[config.mk]
export PLATFORM = sky130hd
export DESIGN_NAME = iop_top
export DESIGN_NICKNAME = d
export VERILOG_FILES = /design/src/pkg/iop_pkg.sv /design/src/hw/iop_top.sv /design/src/hw/iop_pad.sv /design/src/hw/iop_chg_det.sv
export VERILOG_INCLUDE_DIRS = /design/src /design/src/pkg
export SDC_FILE = /design/constraint.sdc
export NUM_CORES = 1
export LEC_CHECK = 0
export ABC_AREA = 1
export BUFFER_PORTS_ARGS = -buffer_cell sky130_fd_sc_hd__clkbuf_2
export CORE_ASPECT_RATIO = 1.2
export CORE_MARGIN = 3
export CORE_UTILIZATION = 30
export CTS_CLUSTER_DIAMETER = 120
export DETAILED_ROUTE_END_ITERATION = 8
export SLEW_MARGIN = 5
export SYNTH_ARGS = -nofsm -noshare
export SYNTH_HDL_FRONTEND = slang
export SYNTH_HIERARCHICAL = 1
export SYNTH_SLANG_ARGS = --single-unit
[constraint.sdc]
create_clock -name core_clk -period 4.1 [get_ports core_clk]
set_clock_uncertainty 0.2 [all_clocks]
set_input_delay 0.615 -clock core_clk [delete_from_list [all_inputs] [get_ports core_clk]]
set_output_delay 0.615 -clock core_clk [all_outputs]
set_load 0.05 [all_outputs]
[src/pkg/iop_defs.svh]
`ifndef IOP_DEFS_SVH
`define IOP_DEFS_SVH

// ************************************************
// register byte offsets
// ************************************************
`define IOP_OFF_PA_DATA 12'h000
`define IOP_OFF_PB_DATA 12'h004
`define IOP_OFF_PA_DIR 12'h008
`define IOP_OFF_PB_DIR 12'h00C
`define IOP_OFF_PA_PU 12'h010
`define IOP_OFF_PD 12'h014
`define IOP_OFF_PB_PU 12'h018
`define IOP_OFF_PWR 12'h01C
`define IOP_OFF_PB_OD 12'h020
`define IOP_OFF_PA_CHG 12'h024
`define IOP_OFF_PB_CHG 12'h028
`define IOP_OFF_INT 12'h02C
`define IOP_OFF_EDGE 12'h030
`define IOP_OFF_ALT 12'h034
`define IOP_OFF_CFG 12'h038

// ************************************************
// field positions
// ************************************************
`define IOP_PWR_PA5_PU 4
`define IOP_INT_FLAG 0
`define IOP_INT_PIE 1
`define IOP_INT_GIE 2
`define IOP_EDGE_EI0 4
`define IOP_EDGE_EI1 5
`define IOP_ALT_IR 0
`define IOP_ALT_TIMER0_CLOCK_SELECT 1
`define IOP_ALT_T0LCK 2
`define IOP_ALT_TIMER1_CLOCK_SELECT 3
`define IOP_ALT_TIMER2_CLOCK_SELECT 4
`define IOP_ALT_TIMER3_CLOCK_SELECT 5
`define IOP_ALT_COMPARATOR_OUT_ENABLE 6
`define IOP_ALT_PWM1 7
`define IOP_ALT_BZ1 8
`define IOP_ALT_PWM2 9
`define IOP_ALT_BZ2 10
`define IOP_CFG_RSTPIN 0
`define IOP_CFG_XTAL 1
`define IOP_CFG_CLKOUT 2

// ************************************************
// reset values
// ************************************************
`define IOP_RST_DIR_A 8'hFF
`define IOP_RST_DIR_B 6'h3F
`define IOP_RST_ZERO 8'h00

`endif

[src/pkg/iop_pkg.sv]
package iop_pkg;

    // source steering a shared output pin
    typedef enum logic [1:0] {
        IOP_SRC_GPIO = 2'b00,
        IOP_SRC_ALT1 = 2'b01,
        IOP_SRC_ALT2 = 2'b10,
        IOP_SRC_ALT3 = 2'b11
    } iop_src_t;

    typedef logic [31:0] iop_word_t;

endpackage : iop_pkg

[src/hw/iop_top.sv]
// The APB slave port and the placing of the registers were chosen for this implementation.
`timescale 1ns/10ps
`include "iop_defs.svh"

module iop_top (
    // clock and reset
    input wire logic core_clk,
    input wire logic reset,
    // apb slave
    input wire logic psel,
    input wire logic penable,
    input wire logic pwrite,
    input wire logic [11:0] paddr,
    input wire logic [31:0] pwdata,
    output logic [31:0] prdata,
    output logic pready,
    output logic pslverr,
    // port a pad
    input wire logic [7:0] pa_in,
    output logic [7:0] pa_out,
    output logic [7:0] pa_oe,
    output logic [7:0] pa_pullup_en,
    output logic [7:0] pa_pulldown_en,
    // port b pad
    input wire logic [5:0] pb_in,
    output logic [5:0] pb_out,
    output logic [5:0] pb_oe,
    output logic [5:0] pb_pullup_en,
    output logic [5:0] pb_pulldown_en,
    // alternate sources
    input wire logic ir_carrier,
    input wire logic comparator_out,
    input wire logic pwm1_out,
    input wire logic buzzer1_out,
    input wire logic pwm2_out,
    input wire logic buzzer2_out,
    input wire logic instr_clk,
    // alternate sinks
    output logic ext_int0,
    output logic ext_int1,
    output logic timer0_ext_clk,
    output logic timer1_ext_clk,
    output logic timer2_ext_clk,
    output logic timer3_ext_clk,
    output logic ext_reset_n,
    output logic xtal_release,
    // interrupt
    output logic port_change_irq
);

    // ************************************************
    // registers
    // ************************************************
    logic [7:0] port_a_data_ff, port_a_direction_ff, port_a_pullup_ctrl_ff;
    logic [7:0] shared_pulldown_ctrl_ff, port_a_change_select_ff, power_ctrl_ff;
    logic [5:0] port_b_data_ff, port_b_direction_ff, port_b_pullup_ctrl_ff;
    logic [5:0] port_b_open_drain_ctrl_ff, port_b_change_select_ff;
    logic [7:0] ext_int_edge_ctrl_ff;
    logic [10:0] alt_ctrl_ff;
    logic [2:0] cfg_ff;
    logic port_change_flag_ff, port_change_int_enable_ff, global_int_enable_ff;
    logic [31:0] prdata_ff;
    logic pready_ff, pslverr_ff;

    logic wr_acc, rd_setup, hit;
    iop_pkg::iop_word_t nxt_rdata;
    logic [7:0] chg_a;
    logic [5:0] chg_b, sel_b_eff;

    function automatic logic reg_hit(input logic [11:0] a, input logic [11:0] off);
        reg_hit = (a == off);
    endfunction : reg_hit

    function automatic logic known(input logic [11:0] a);
        known = (a <= `IOP_OFF_CFG) && (a[1:0] == 2'b00);
    endfunction : known

    // ************************************************
    // apb slave
    // ************************************************
    assign wr_acc = psel & penable & pready_ff & pwrite;
    assign rd_setup = psel & ~penable;
    assign hit = known(paddr);

    always_comb begin
        nxt_rdata = '0;
        if (reg_hit(paddr, `IOP_OFF_PA_DATA)) begin
            nxt_rdata[7:0] = pa_in;
        end else if (reg_hit(paddr, `IOP_OFF_PB_DATA)) begin
            nxt_rdata[5:0] = pb_in;
        end else if (reg_hit(paddr, `IOP_OFF_PA_DIR)) begin
            nxt_rdata[7:0] = port_a_direction_ff;
        end else if (reg_hit(paddr, `IOP_OFF_PB_DIR)) begin
            nxt_rdata[5:0] = port_b_direction_ff;
        end else if (reg_hit(paddr, `IOP_OFF_PA_PU)) begin
            nxt_rdata[7:0] = port_a_pullup_ctrl_ff;
        end else if (reg_hit(paddr, `IOP_OFF_PD)) begin
            nxt_rdata[7:0] = shared_pulldown_ctrl_ff;
        end else if (reg_hit(paddr, `IOP_OFF_PB_PU)) begin
            nxt_rdata[5:0] = port_b_pullup_ctrl_ff;
        end else if (reg_hit(paddr, `IOP_OFF_PWR)) begin
            nxt_rdata[7:0] = power_ctrl_ff;
        end else if (reg_hit(paddr, `IOP_OFF_PB_OD)) begin
            nxt_rdata[5:0] = port_b_open_drain_ctrl_ff;
        end else if (reg_hit(paddr, `IOP_OFF_PA_CHG)) begin
            nxt_rdata[7:0] = port_a_change_select_ff;
        end else if (reg_hit(paddr, `IOP_OFF_PB_CHG)) begin
            nxt_rdata[5:0] = port_b_change_select_ff;
        end else if (reg_hit(paddr, `IOP_OFF_INT)) begin
            nxt_rdata[2:0] = {global_int_enable_ff, port_change_int_enable_ff,
                              port_change_flag_ff};
        end else if (reg_hit(paddr, `IOP_OFF_EDGE)) begin
            nxt_rdata[7:0] = ext_int_edge_ctrl_ff;
        end else if (reg_hit(paddr, `IOP_OFF_ALT)) begin
            nxt_rdata[10:0] = alt_ctrl_ff;
        end else if (reg_hit(paddr, `IOP_OFF_CFG)) begin
            nxt_rdata[2:0] = cfg_ff;
        end
    end

    // answer in the access phase, no wait states
    always_ff @(posedge core_clk) begin
        if (reset) begin
            pready_ff <= 1'b0;
            pslverr_ff <= 1'b0;
            prdata_ff <= '0;
        end else begin
            pready_ff <= rd_setup;
            pslverr_ff <= rd_setup & ~hit;
            if (rd_setup) begin
                prdata_ff <= pwrite ? 32'h00000000 : nxt_rdata;
            end
        end
    end

    always_ff @(posedge core_clk) begin
        if (reset) begin
            port_a_data_ff <= `IOP_RST_ZERO;
            port_b_data_ff <= 6'h00;
            port_a_direction_ff <= `IOP_RST_DIR_A;
            port_b_direction_ff <= `IOP_RST_DIR_B;
        end else if (wr_acc) begin
            if (reg_hit(paddr, `IOP_OFF_PA_DATA)) begin
                port_a_data_ff <= pwdata[7:0];
            end else if (reg_hit(paddr, `IOP_OFF_PB_DATA)) begin
                port_b_data_ff <= pwdata[5:0];
            end else if (reg_hit(paddr, `IOP_OFF_PA_DIR)) begin
                port_a_direction_ff <= pwdata[7:0];
            end else if (reg_hit(paddr, `IOP_OFF_PB_DIR)) begin
                port_b_direction_ff <= pwdata[5:0];
            end
        end
    end

    // pull, open-drain, select and alternate controls
    always_ff @(posedge core_clk) begin
        if (reset) begin
            port_a_pullup_ctrl_ff <= `IOP_RST_ZERO;
            shared_pulldown_ctrl_ff <= `IOP_RST_ZERO;
            port_b_pullup_ctrl_ff <= 6'h00;
            power_ctrl_ff <= `IOP_RST_ZERO;
            port_b_open_drain_ctrl_ff <= 6'h00;
            port_a_change_select_ff <= `IOP_RST_ZERO;
            port_b_change_select_ff <= 6'h00;
            ext_int_edge_ctrl_ff <= `IOP_RST_ZERO;
            alt_ctrl_ff <= 11'h000;
            cfg_ff <= 3'h0;
            port_change_int_enable_ff <= 1'b0;
            global_int_enable_ff <= 1'b0;
        end else if (wr_acc) begin
            if (reg_hit(paddr, `IOP_OFF_PA_PU)) begin
                port_a_pullup_ctrl_ff <= pwdata[7:0];
            end else if (reg_hit(paddr, `IOP_OFF_PD)) begin
                shared_pulldown_ctrl_ff <= pwdata[7:0];
            end else if (reg_hit(paddr, `IOP_OFF_PB_PU)) begin
                port_b_pullup_ctrl_ff <= pwdata[5:0];
            end else if (reg_hit(paddr, `IOP_OFF_PWR)) begin
                power_ctrl_ff <= pwdata[7:0];
            end else if (reg_hit(paddr, `IOP_OFF_PB_OD)) begin
                port_b_open_drain_ctrl_ff <= pwdata[5:0];
            end else if (reg_hit(paddr, `IOP_OFF_PA_CHG)) begin
                port_a_change_select_ff <= pwdata[7:0];
            end else if (reg_hit(paddr, `IOP_OFF_PB_CHG)) begin
                port_b_change_select_ff <= pwdata[5:0];
            end else if (reg_hit(paddr, `IOP_OFF_INT)) begin
                port_change_int_enable_ff <= pwdata[`IOP_INT_PIE];
                global_int_enable_ff <= pwdata[`IOP_INT_GIE];
            end else if (reg_hit(paddr, `IOP_OFF_EDGE)) begin
                ext_int_edge_ctrl_ff <= pwdata[7:0];
            end else if (reg_hit(paddr, `IOP_OFF_ALT)) begin
                alt_ctrl_ff <= pwdata[10:0];
            end else if (reg_hit(paddr, `IOP_OFF_CFG)) begin
                cfg_ff <= pwdata[2:0];
            end
        end
    end

    // ************************************************
    // change detection
    // ************************************************
    // ext interrupt masks change detect on b1:0
    assign sel_b_eff = port_b_change_select_ff &
                       ~{4'h0, ext_int_edge_ctrl_ff[`IOP_EDGE_EI1],
                         ext_int_edge_ctrl_ff[`IOP_EDGE_EI0]};

    iop_chg_det #(.W(8)) u_chg_a (
        .core_clk(core_clk),
        .pin_in(pa_in),
        .select(port_a_change_select_ff),
        .change(chg_a)
    );

    iop_chg_det #(.W(6)) u_chg_b (
        .core_clk(core_clk),
        .pin_in(pb_in),
        .select(sel_b_eff),
        .change(chg_b)
    );

    always_ff @(posedge core_clk) begin
        if (reset) begin
            port_change_flag_ff <= 1'b0;
        end else if ((|chg_a) || (|chg_b)) begin
            port_change_flag_ff <= 1'b1;
        end else if (wr_acc && reg_hit(paddr, `IOP_OFF_INT) && !pwdata[`IOP_INT_FLAG]) begin
            port_change_flag_ff <= 1'b0;
        end
    end

    // ************************************************
    // pad muxing
    // ************************************************
    logic [7:0] a_alt_en, a_alt_val, a_od, nxt_pa_out, nxt_pa_oe;
    logic [5:0] b_alt_en, b_alt_val, nxt_pb_out, nxt_pb_oe;
    iop_pkg::iop_src_t pb3_src, pb2_src;
    logic xtal, clkout;

    assign xtal = cfg_ff[`IOP_CFG_XTAL];
    assign clkout = cfg_ff[`IOP_CFG_CLKOUT] & ~xtal;

    always_comb begin
        if (alt_ctrl_ff[`IOP_ALT_COMPARATOR_OUT_ENABLE]) begin
            pb3_src = iop_pkg::IOP_SRC_ALT1;
        end else if (alt_ctrl_ff[`IOP_ALT_PWM1]) begin
            pb3_src = iop_pkg::IOP_SRC_ALT2;
        end else if (alt_ctrl_ff[`IOP_ALT_BZ1]) begin
            pb3_src = iop_pkg::IOP_SRC_ALT3;
        end else begin
            pb3_src = iop_pkg::IOP_SRC_GPIO;
        end
    end

    always_comb begin
        if (alt_ctrl_ff[`IOP_ALT_PWM2]) begin
            pb2_src = iop_pkg::IOP_SRC_ALT1;
        end else if (alt_ctrl_ff[`IOP_ALT_BZ2]) begin
            pb2_src = iop_pkg::IOP_SRC_ALT2;
        end else begin
            pb2_src = iop_pkg::IOP_SRC_GPIO;
        end
    end

    always_comb begin
        b_alt_en = 6'h00;
        b_alt_val = 6'h00;
        case (pb3_src)
            iop_pkg::IOP_SRC_ALT1: b_alt_val[3] = comparator_out;
            iop_pkg::IOP_SRC_ALT2: b_alt_val[3] = pwm1_out;
            iop_pkg::IOP_SRC_ALT3: b_alt_val[3] = buzzer1_out;
            default: b_alt_val[3] = 1'b0;
        endcase
        b_alt_en[3] = (pb3_src != iop_pkg::IOP_SRC_GPIO);
        b_alt_val[2] = (pb2_src == iop_pkg::IOP_SRC_ALT1) ? pwm2_out : buzzer2_out;
        b_alt_en[2] = (pb2_src != iop_pkg::IOP_SRC_GPIO);
        b_alt_en[1] = alt_ctrl_ff[`IOP_ALT_IR];
        b_alt_val[1] = ir_carrier;
    end

    // a5 always open-drain; instruction clock on a7
    assign a_od = 8'h20;
    assign a_alt_en = {clkout, 7'h00};
    assign a_alt_val = {instr_clk, 7'h00};

    genvar gi;
    generate
        for (gi = 0; gi < 8; gi++) begin : g_pa
            iop_pad u_pad (
                .dout(port_a_data_ff[gi]),
                .dir_in(port_a_direction_ff[gi]),
                .open_drain(a_od[gi]),
                .alt_en(a_alt_en[gi]),
                .alt_val(a_alt_val[gi]),
                .pad_out(nxt_pa_out[gi]),
                .pad_oe(nxt_pa_oe[gi])
            );
        end
        for (gi = 0; gi < 6; gi++) begin : g_pb
            iop_pad u_pad (
                .dout(port_b_data_ff[gi]),
                .dir_in(port_b_direction_ff[gi]),
                .open_drain(port_b_open_drain_ctrl_ff[gi]),
                .alt_en(b_alt_en[gi]),
                .alt_val(b_alt_val[gi]),
                .pad_out(nxt_pb_out[gi]),
                .pad_oe(nxt_pb_oe[gi])
            );
        end
    endgenerate

    // ************************************************
    // pad and pull outputs
    // ************************************************
    logic [7:0] a_released, a_in_mode;
    logic [5:0] b_in_mode;
    assign a_released = {xtal | clkout, xtal, cfg_ff[`IOP_CFG_RSTPIN], 5'h00};
    assign a_in_mode = port_a_direction_ff & ~a_released & ~a_alt_en;
    assign b_in_mode = port_b_direction_ff & ~b_alt_en;

    always_ff @(posedge core_clk) begin
        if (reset) begin
            pa_out <= 8'h00;
            pa_oe <= 8'h00;
            pb_out <= 6'h00;
            pb_oe <= 6'h00;
        end else begin
            pa_out <= nxt_pa_out;
            pa_oe <= nxt_pa_oe & ~({xtal, xtal, cfg_ff[`IOP_CFG_RSTPIN], 5'h00});
            pb_out <= nxt_pb_out;
            pb_oe <= nxt_pb_oe;
        end
    end

    always_ff @(posedge core_clk) begin
        if (reset) begin
            pa_pullup_en <= 8'h00;
            pa_pulldown_en <= 8'h00;
            pb_pullup_en <= 6'h00;
            pb_pulldown_en <= 6'h00;
        end else begin
            pa_pullup_en <= a_in_mode & {port_a_pullup_ctrl_ff[7:6],
                                         power_ctrl_ff[`IOP_PWR_PA5_PU],
                                         port_a_pullup_ctrl_ff[4:0]};
            pa_pulldown_en <= a_in_mode & {2'b00, port_a_pullup_ctrl_ff[5], 1'b0,
                                           shared_pulldown_ctrl_ff[3:0]};
            pb_pullup_en <= b_in_mode & port_b_pullup_ctrl_ff;
            pb_pulldown_en <= b_in_mode & {2'b00, shared_pulldown_ctrl_ff[7:4]};
        end
    end

    // ************************************************
    // alternate inputs and interrupt
    // ************************************************
    always_ff @(posedge core_clk) begin
        if (reset) begin
            ext_int0 <= 1'b0;
            ext_int1 <= 1'b0;
            timer0_ext_clk <= 1'b0;
            timer1_ext_clk <= 1'b0;
            timer2_ext_clk <= 1'b0;
            timer3_ext_clk <= 1'b0;
            ext_reset_n <= 1'b1;
            xtal_release <= 1'b0;
            port_change_irq <= 1'b0;
        end else begin
            ext_int0 <= ext_int_edge_ctrl_ff[`IOP_EDGE_EI0] & pb_in[0];
            ext_int1 <= ext_int_edge_ctrl_ff[`IOP_EDGE_EI1] & pb_in[1];
            timer0_ext_clk <= alt_ctrl_ff[`IOP_ALT_TIMER0_CLOCK_SELECT] & ~alt_ctrl_ff[`IOP_ALT_T0LCK] & pa_in[4];
            timer1_ext_clk <= alt_ctrl_ff[`IOP_ALT_TIMER1_CLOCK_SELECT] & pa_in[4];
            timer2_ext_clk <= alt_ctrl_ff[`IOP_ALT_TIMER2_CLOCK_SELECT] & pa_in[1];
            timer3_ext_clk <= alt_ctrl_ff[`IOP_ALT_TIMER3_CLOCK_SELECT] & pa_in[1];
            ext_reset_n <= ~(cfg_ff[`IOP_CFG_RSTPIN] & ~pa_in[5]);
            xtal_release <= xtal;
            port_change_irq <= port_change_flag_ff & port_change_int_enable_ff &
                               global_int_enable_ff;
        end
    end

    assign prdata = prdata_ff;
    assign pready = pready_ff;
    assign pslverr = pslverr_ff;
endmodule : iop_top

[src/hw/iop_pad.sv]
`timescale 1ns/10ps

module iop_pad (
    // pin controls
    input wire logic dout,
    input wire logic dir_in,
    input wire logic open_drain,
    input wire logic alt_en,
    input wire logic alt_val,
    // pad drive
    output logic pad_out,
    output logic pad_oe
);

    always_comb begin
        if (alt_en) begin
            pad_out = open_drain ? 1'b0 : alt_val;
            pad_oe = open_drain ? ~alt_val : 1'b1;
        end else if (dir_in) begin
            pad_out = 1'b0;
            pad_oe = 1'b0;
        end else begin
            pad_out = open_drain ? 1'b0 : dout;
            pad_oe = open_drain ? ~dout : 1'b1;
        end
    end

endmodule : iop_pad

[src/hw/iop_chg_det.sv]
`timescale 1ns/10ps

module iop_chg_det #(
    parameter int W = 8
) (
    // clock
    input wire logic core_clk,
    // pins
    input wire logic [W-1:0] pin_in,
    input wire logic [W-1:0] select,
    // result
    output logic [W-1:0] change
);

    logic [W-1:0] prev_ff;

    // previous level, free running
    always_ff @(posedge core_clk) begin
        prev_ff <= pin_in;
    end

    assign change = select & (pin_in ^ prev_ff);

endmodule : iop_chg_det

==> metrics <==
# diodes=0; DP HPWL=20,400 um; Total Routing Usage GR=0.179; RR Startpoint=pready; sequential fraction of the synthesis area=0.450; IO Count=169; Mean Syn Cell Area=6.95 um2; fmax=0.387 GHz; CP Capture Type=flop; CP max FO=11; Lkg Pwr=0.00473 uW; drt first pass iters=5; crit path from=paddr[7]; WL per Instance=15.0 um; Final setup viols=0; final setup TNS=0 ps; share of cells above drive strength 1=0.142; DIE AREA=30,200 um2; Setup WS post-layout=1520 ps; Area Growth Syn to Fin=21.4%; routability cong.=0.915; Skew-Pair Late Insertion Delay=440 ps; Post-Syn Area=8450 um2; Worst-Margin Slew=945 ps; PwrDens=389 nW/um2; worst reg2reg setup slack=1590 ps; max-slew violations=0; Vias per Instance=4.40; Max-slew headroom=0.370; Max Cap Viol=0; via count=7,892; Port-buffer cells=121; maximum vdd drop=0.262 mV; vias in the first global route=7,439; hold path depth=1; post-route ant nets=0; H-tree levels=4; Synthesis Warnings=6; outcome=completed; fin crit share=0.630; worst path required time=4190 ps; # fillers=3,000; die width=159 um; fin util=0.374; core box area=27,400 um2; Clock transition at path regs=80 ps; FP Rows=66; Worst Hold End=u_chg_a/prev_ff[2]; Die Span Y=190 um; cts repair resizes=0; CP startpoint kind=primary input; final hold viol count=0; clock tree from TritonCTS=yes; Crit Path Class=in2reg; nets@finish=1,476; RSZ-0062 raised after global routing=false; 1st-iter DRT viols=591; Mapped Cells=1,216; initial antenna violation count=0; worst path arrival time=2670 ps; final WL=27,000 um; Longest Clk Path Bufs=2; largest net degree at the start of global routing=86; CTS root buf=clkbuf_16; GRT Residual Overflow=0; first-pass GRT wire length=41,800 um; reg-to-reg critical path endpoint=port_b_change_select_ff[0]; pre-CTS setup slack=1080 ps; worst-case reg-to-reg path depth=11; HP Start=pa_in[2]; Yosys reg bits=190; DRC errors left=0; post-CTS setup buffers=0; post-placement cell area=9610 um2; fin crit period=2580 ps; CTS Sinks=190; Min Hold Slack=118 ps; post-route cell area=10,300 um2; CTS buffer count=17; Cell variety after synth=37; # hold bufs at CTS=0; initial core utilization=0.308; Hold Path Class=in2reg
## final cells by class
type / instances / area [um2] / area share
well taps: 374 / 468 / 0.0456
clock buffers: 20 / 437 / 0.0426
multi-input cells: 895 / 4030 / 0.393
inverters: 176 / 667 / 0.0650
flip-flops and latches: 190 / 3800 / 0.371
repair buffers: 126 / 643 / 0.0627
clock inverters: 12 / 208 / 0.0202
## report_power, final
group | switching (uW) | internal [uW] | total [uW] | leakage (uW)
logic | 219 | 54.2 | 273 | 0.00289
registers | 6.11 | 1860 | 1870 | 0.00154
clock network | 757 | 1090 | 1850 | 0.000302
total | 982 | 3010 | 3990 | 0.00473
## worst max-delay path by stage
stage               depth (start not counted)                          to  slack (ps)
CTS                                        17                   prdata[4]        1550
finish                                     17                   prdata[4]        1520
detailed placement                         17                   prdata[4]        1080
global placement                           17                   prdata[4]        1090
global route                               19                   prdata[2]        1290
floorplan                                  12  port_b_change_select_ff[2]        1790
## per-stage QoR
| stage | power [uW] | std cells |
|---|---|---|
| after CTS | 4020 | 1793 |
| after global routing | 4110 | 1793 |
| after detailed placement | 2180 | 1761 |
| after global placement | 2180 | 1761 |
| after floorplan | 2120 | 1324 |
| final | 3990 | 1793 |
## cell usage in the layout (no fill, tap or decap), types with 14 or more instances in the layout
cell type  netlist  layout
inv_1          156     156
clkbuf_16        0      17
nor2_1         159     159
clkbuf_2         0     120
a21oi_1        110     110
conb_1           2     110
inv_2           13      14
dfxtp_1        190     190
nor3_1          18      18
o211ai_1        20      20
nand2_1        287     287
o21ai_0         82      82
nand3_1         31      31
## flip-flops by register name, indices dropped and copies added (netlist names), 8 cells and up
name and count:
alt_ctrl_ff 11, ext_int_edge_ctrl_ff 8, pa_oe 8, pa_out 8, pa_pullup_en 8, port_a_change_select_ff 8, port_a_data_ff 8, port_a_direction_ff 8
port_a_pullup_ctrl_ff 8, power_ctrl_ff 8, prdata 11, shared_pulldown_ctrl_ff 8, u_chg_a/prev_ff 8
## kinds of logic after synthesis
group / count (synthesis) / synth area share
simple gates: 540 / 0.271
flops: 190 / 0.450
buf+inv: 239 / 0.120
compound gates: 245 / 0.157
other cells: 2 / 0.000889
## cells in the mapped netlist (all sizes together)
cell type    n  area, um2
a31oi        3       18.8
inv        171        647
a21oi      110        551
clkbuf      25       93.8
nand3       33        175
o2111ai      2       17.5
conb         2       7.51
or2          3       18.8
buf         38        256
nor4         5       31.3
o211ai      20        150
nand2      292       1110
o21ai       90        450
nor2       176        762
dfxtp      190       3800
o221ai       1       8.76
o22ai        9       56.3
a211oi       9       67.6
nand4       11       75.1
nor3        20        116
o31ai        1       7.51
clkinv       5       20.0
## per-layer routing
layer,track usage,share of wire,up-vias,routed length (um)
met1,0.226,0.45,3569,12200
li1,-,-,4101,-
met5,0,0,-,0
met2,0.313,0.48,197,13000
met4,0.0546,0.020,0,552
met3,0.0314,0.044,25,1180
## worst max-delay path, cell delays in order
cell and delay (ps):
clkbuf_2 70, inv_1 30, nand2_1 160, nor2_1 60, buf_4 180, nand2_2 200
inv_2 130, nand2_1 100, o21ai_0 80, o22ai_1 270, o2111ai_1 170, nor2_1 160
nand2_1 70, nand2_1 140, nand2_1 90, nand2_1 90, a21oi_1 60
Power figures use the tool's default switching activity.
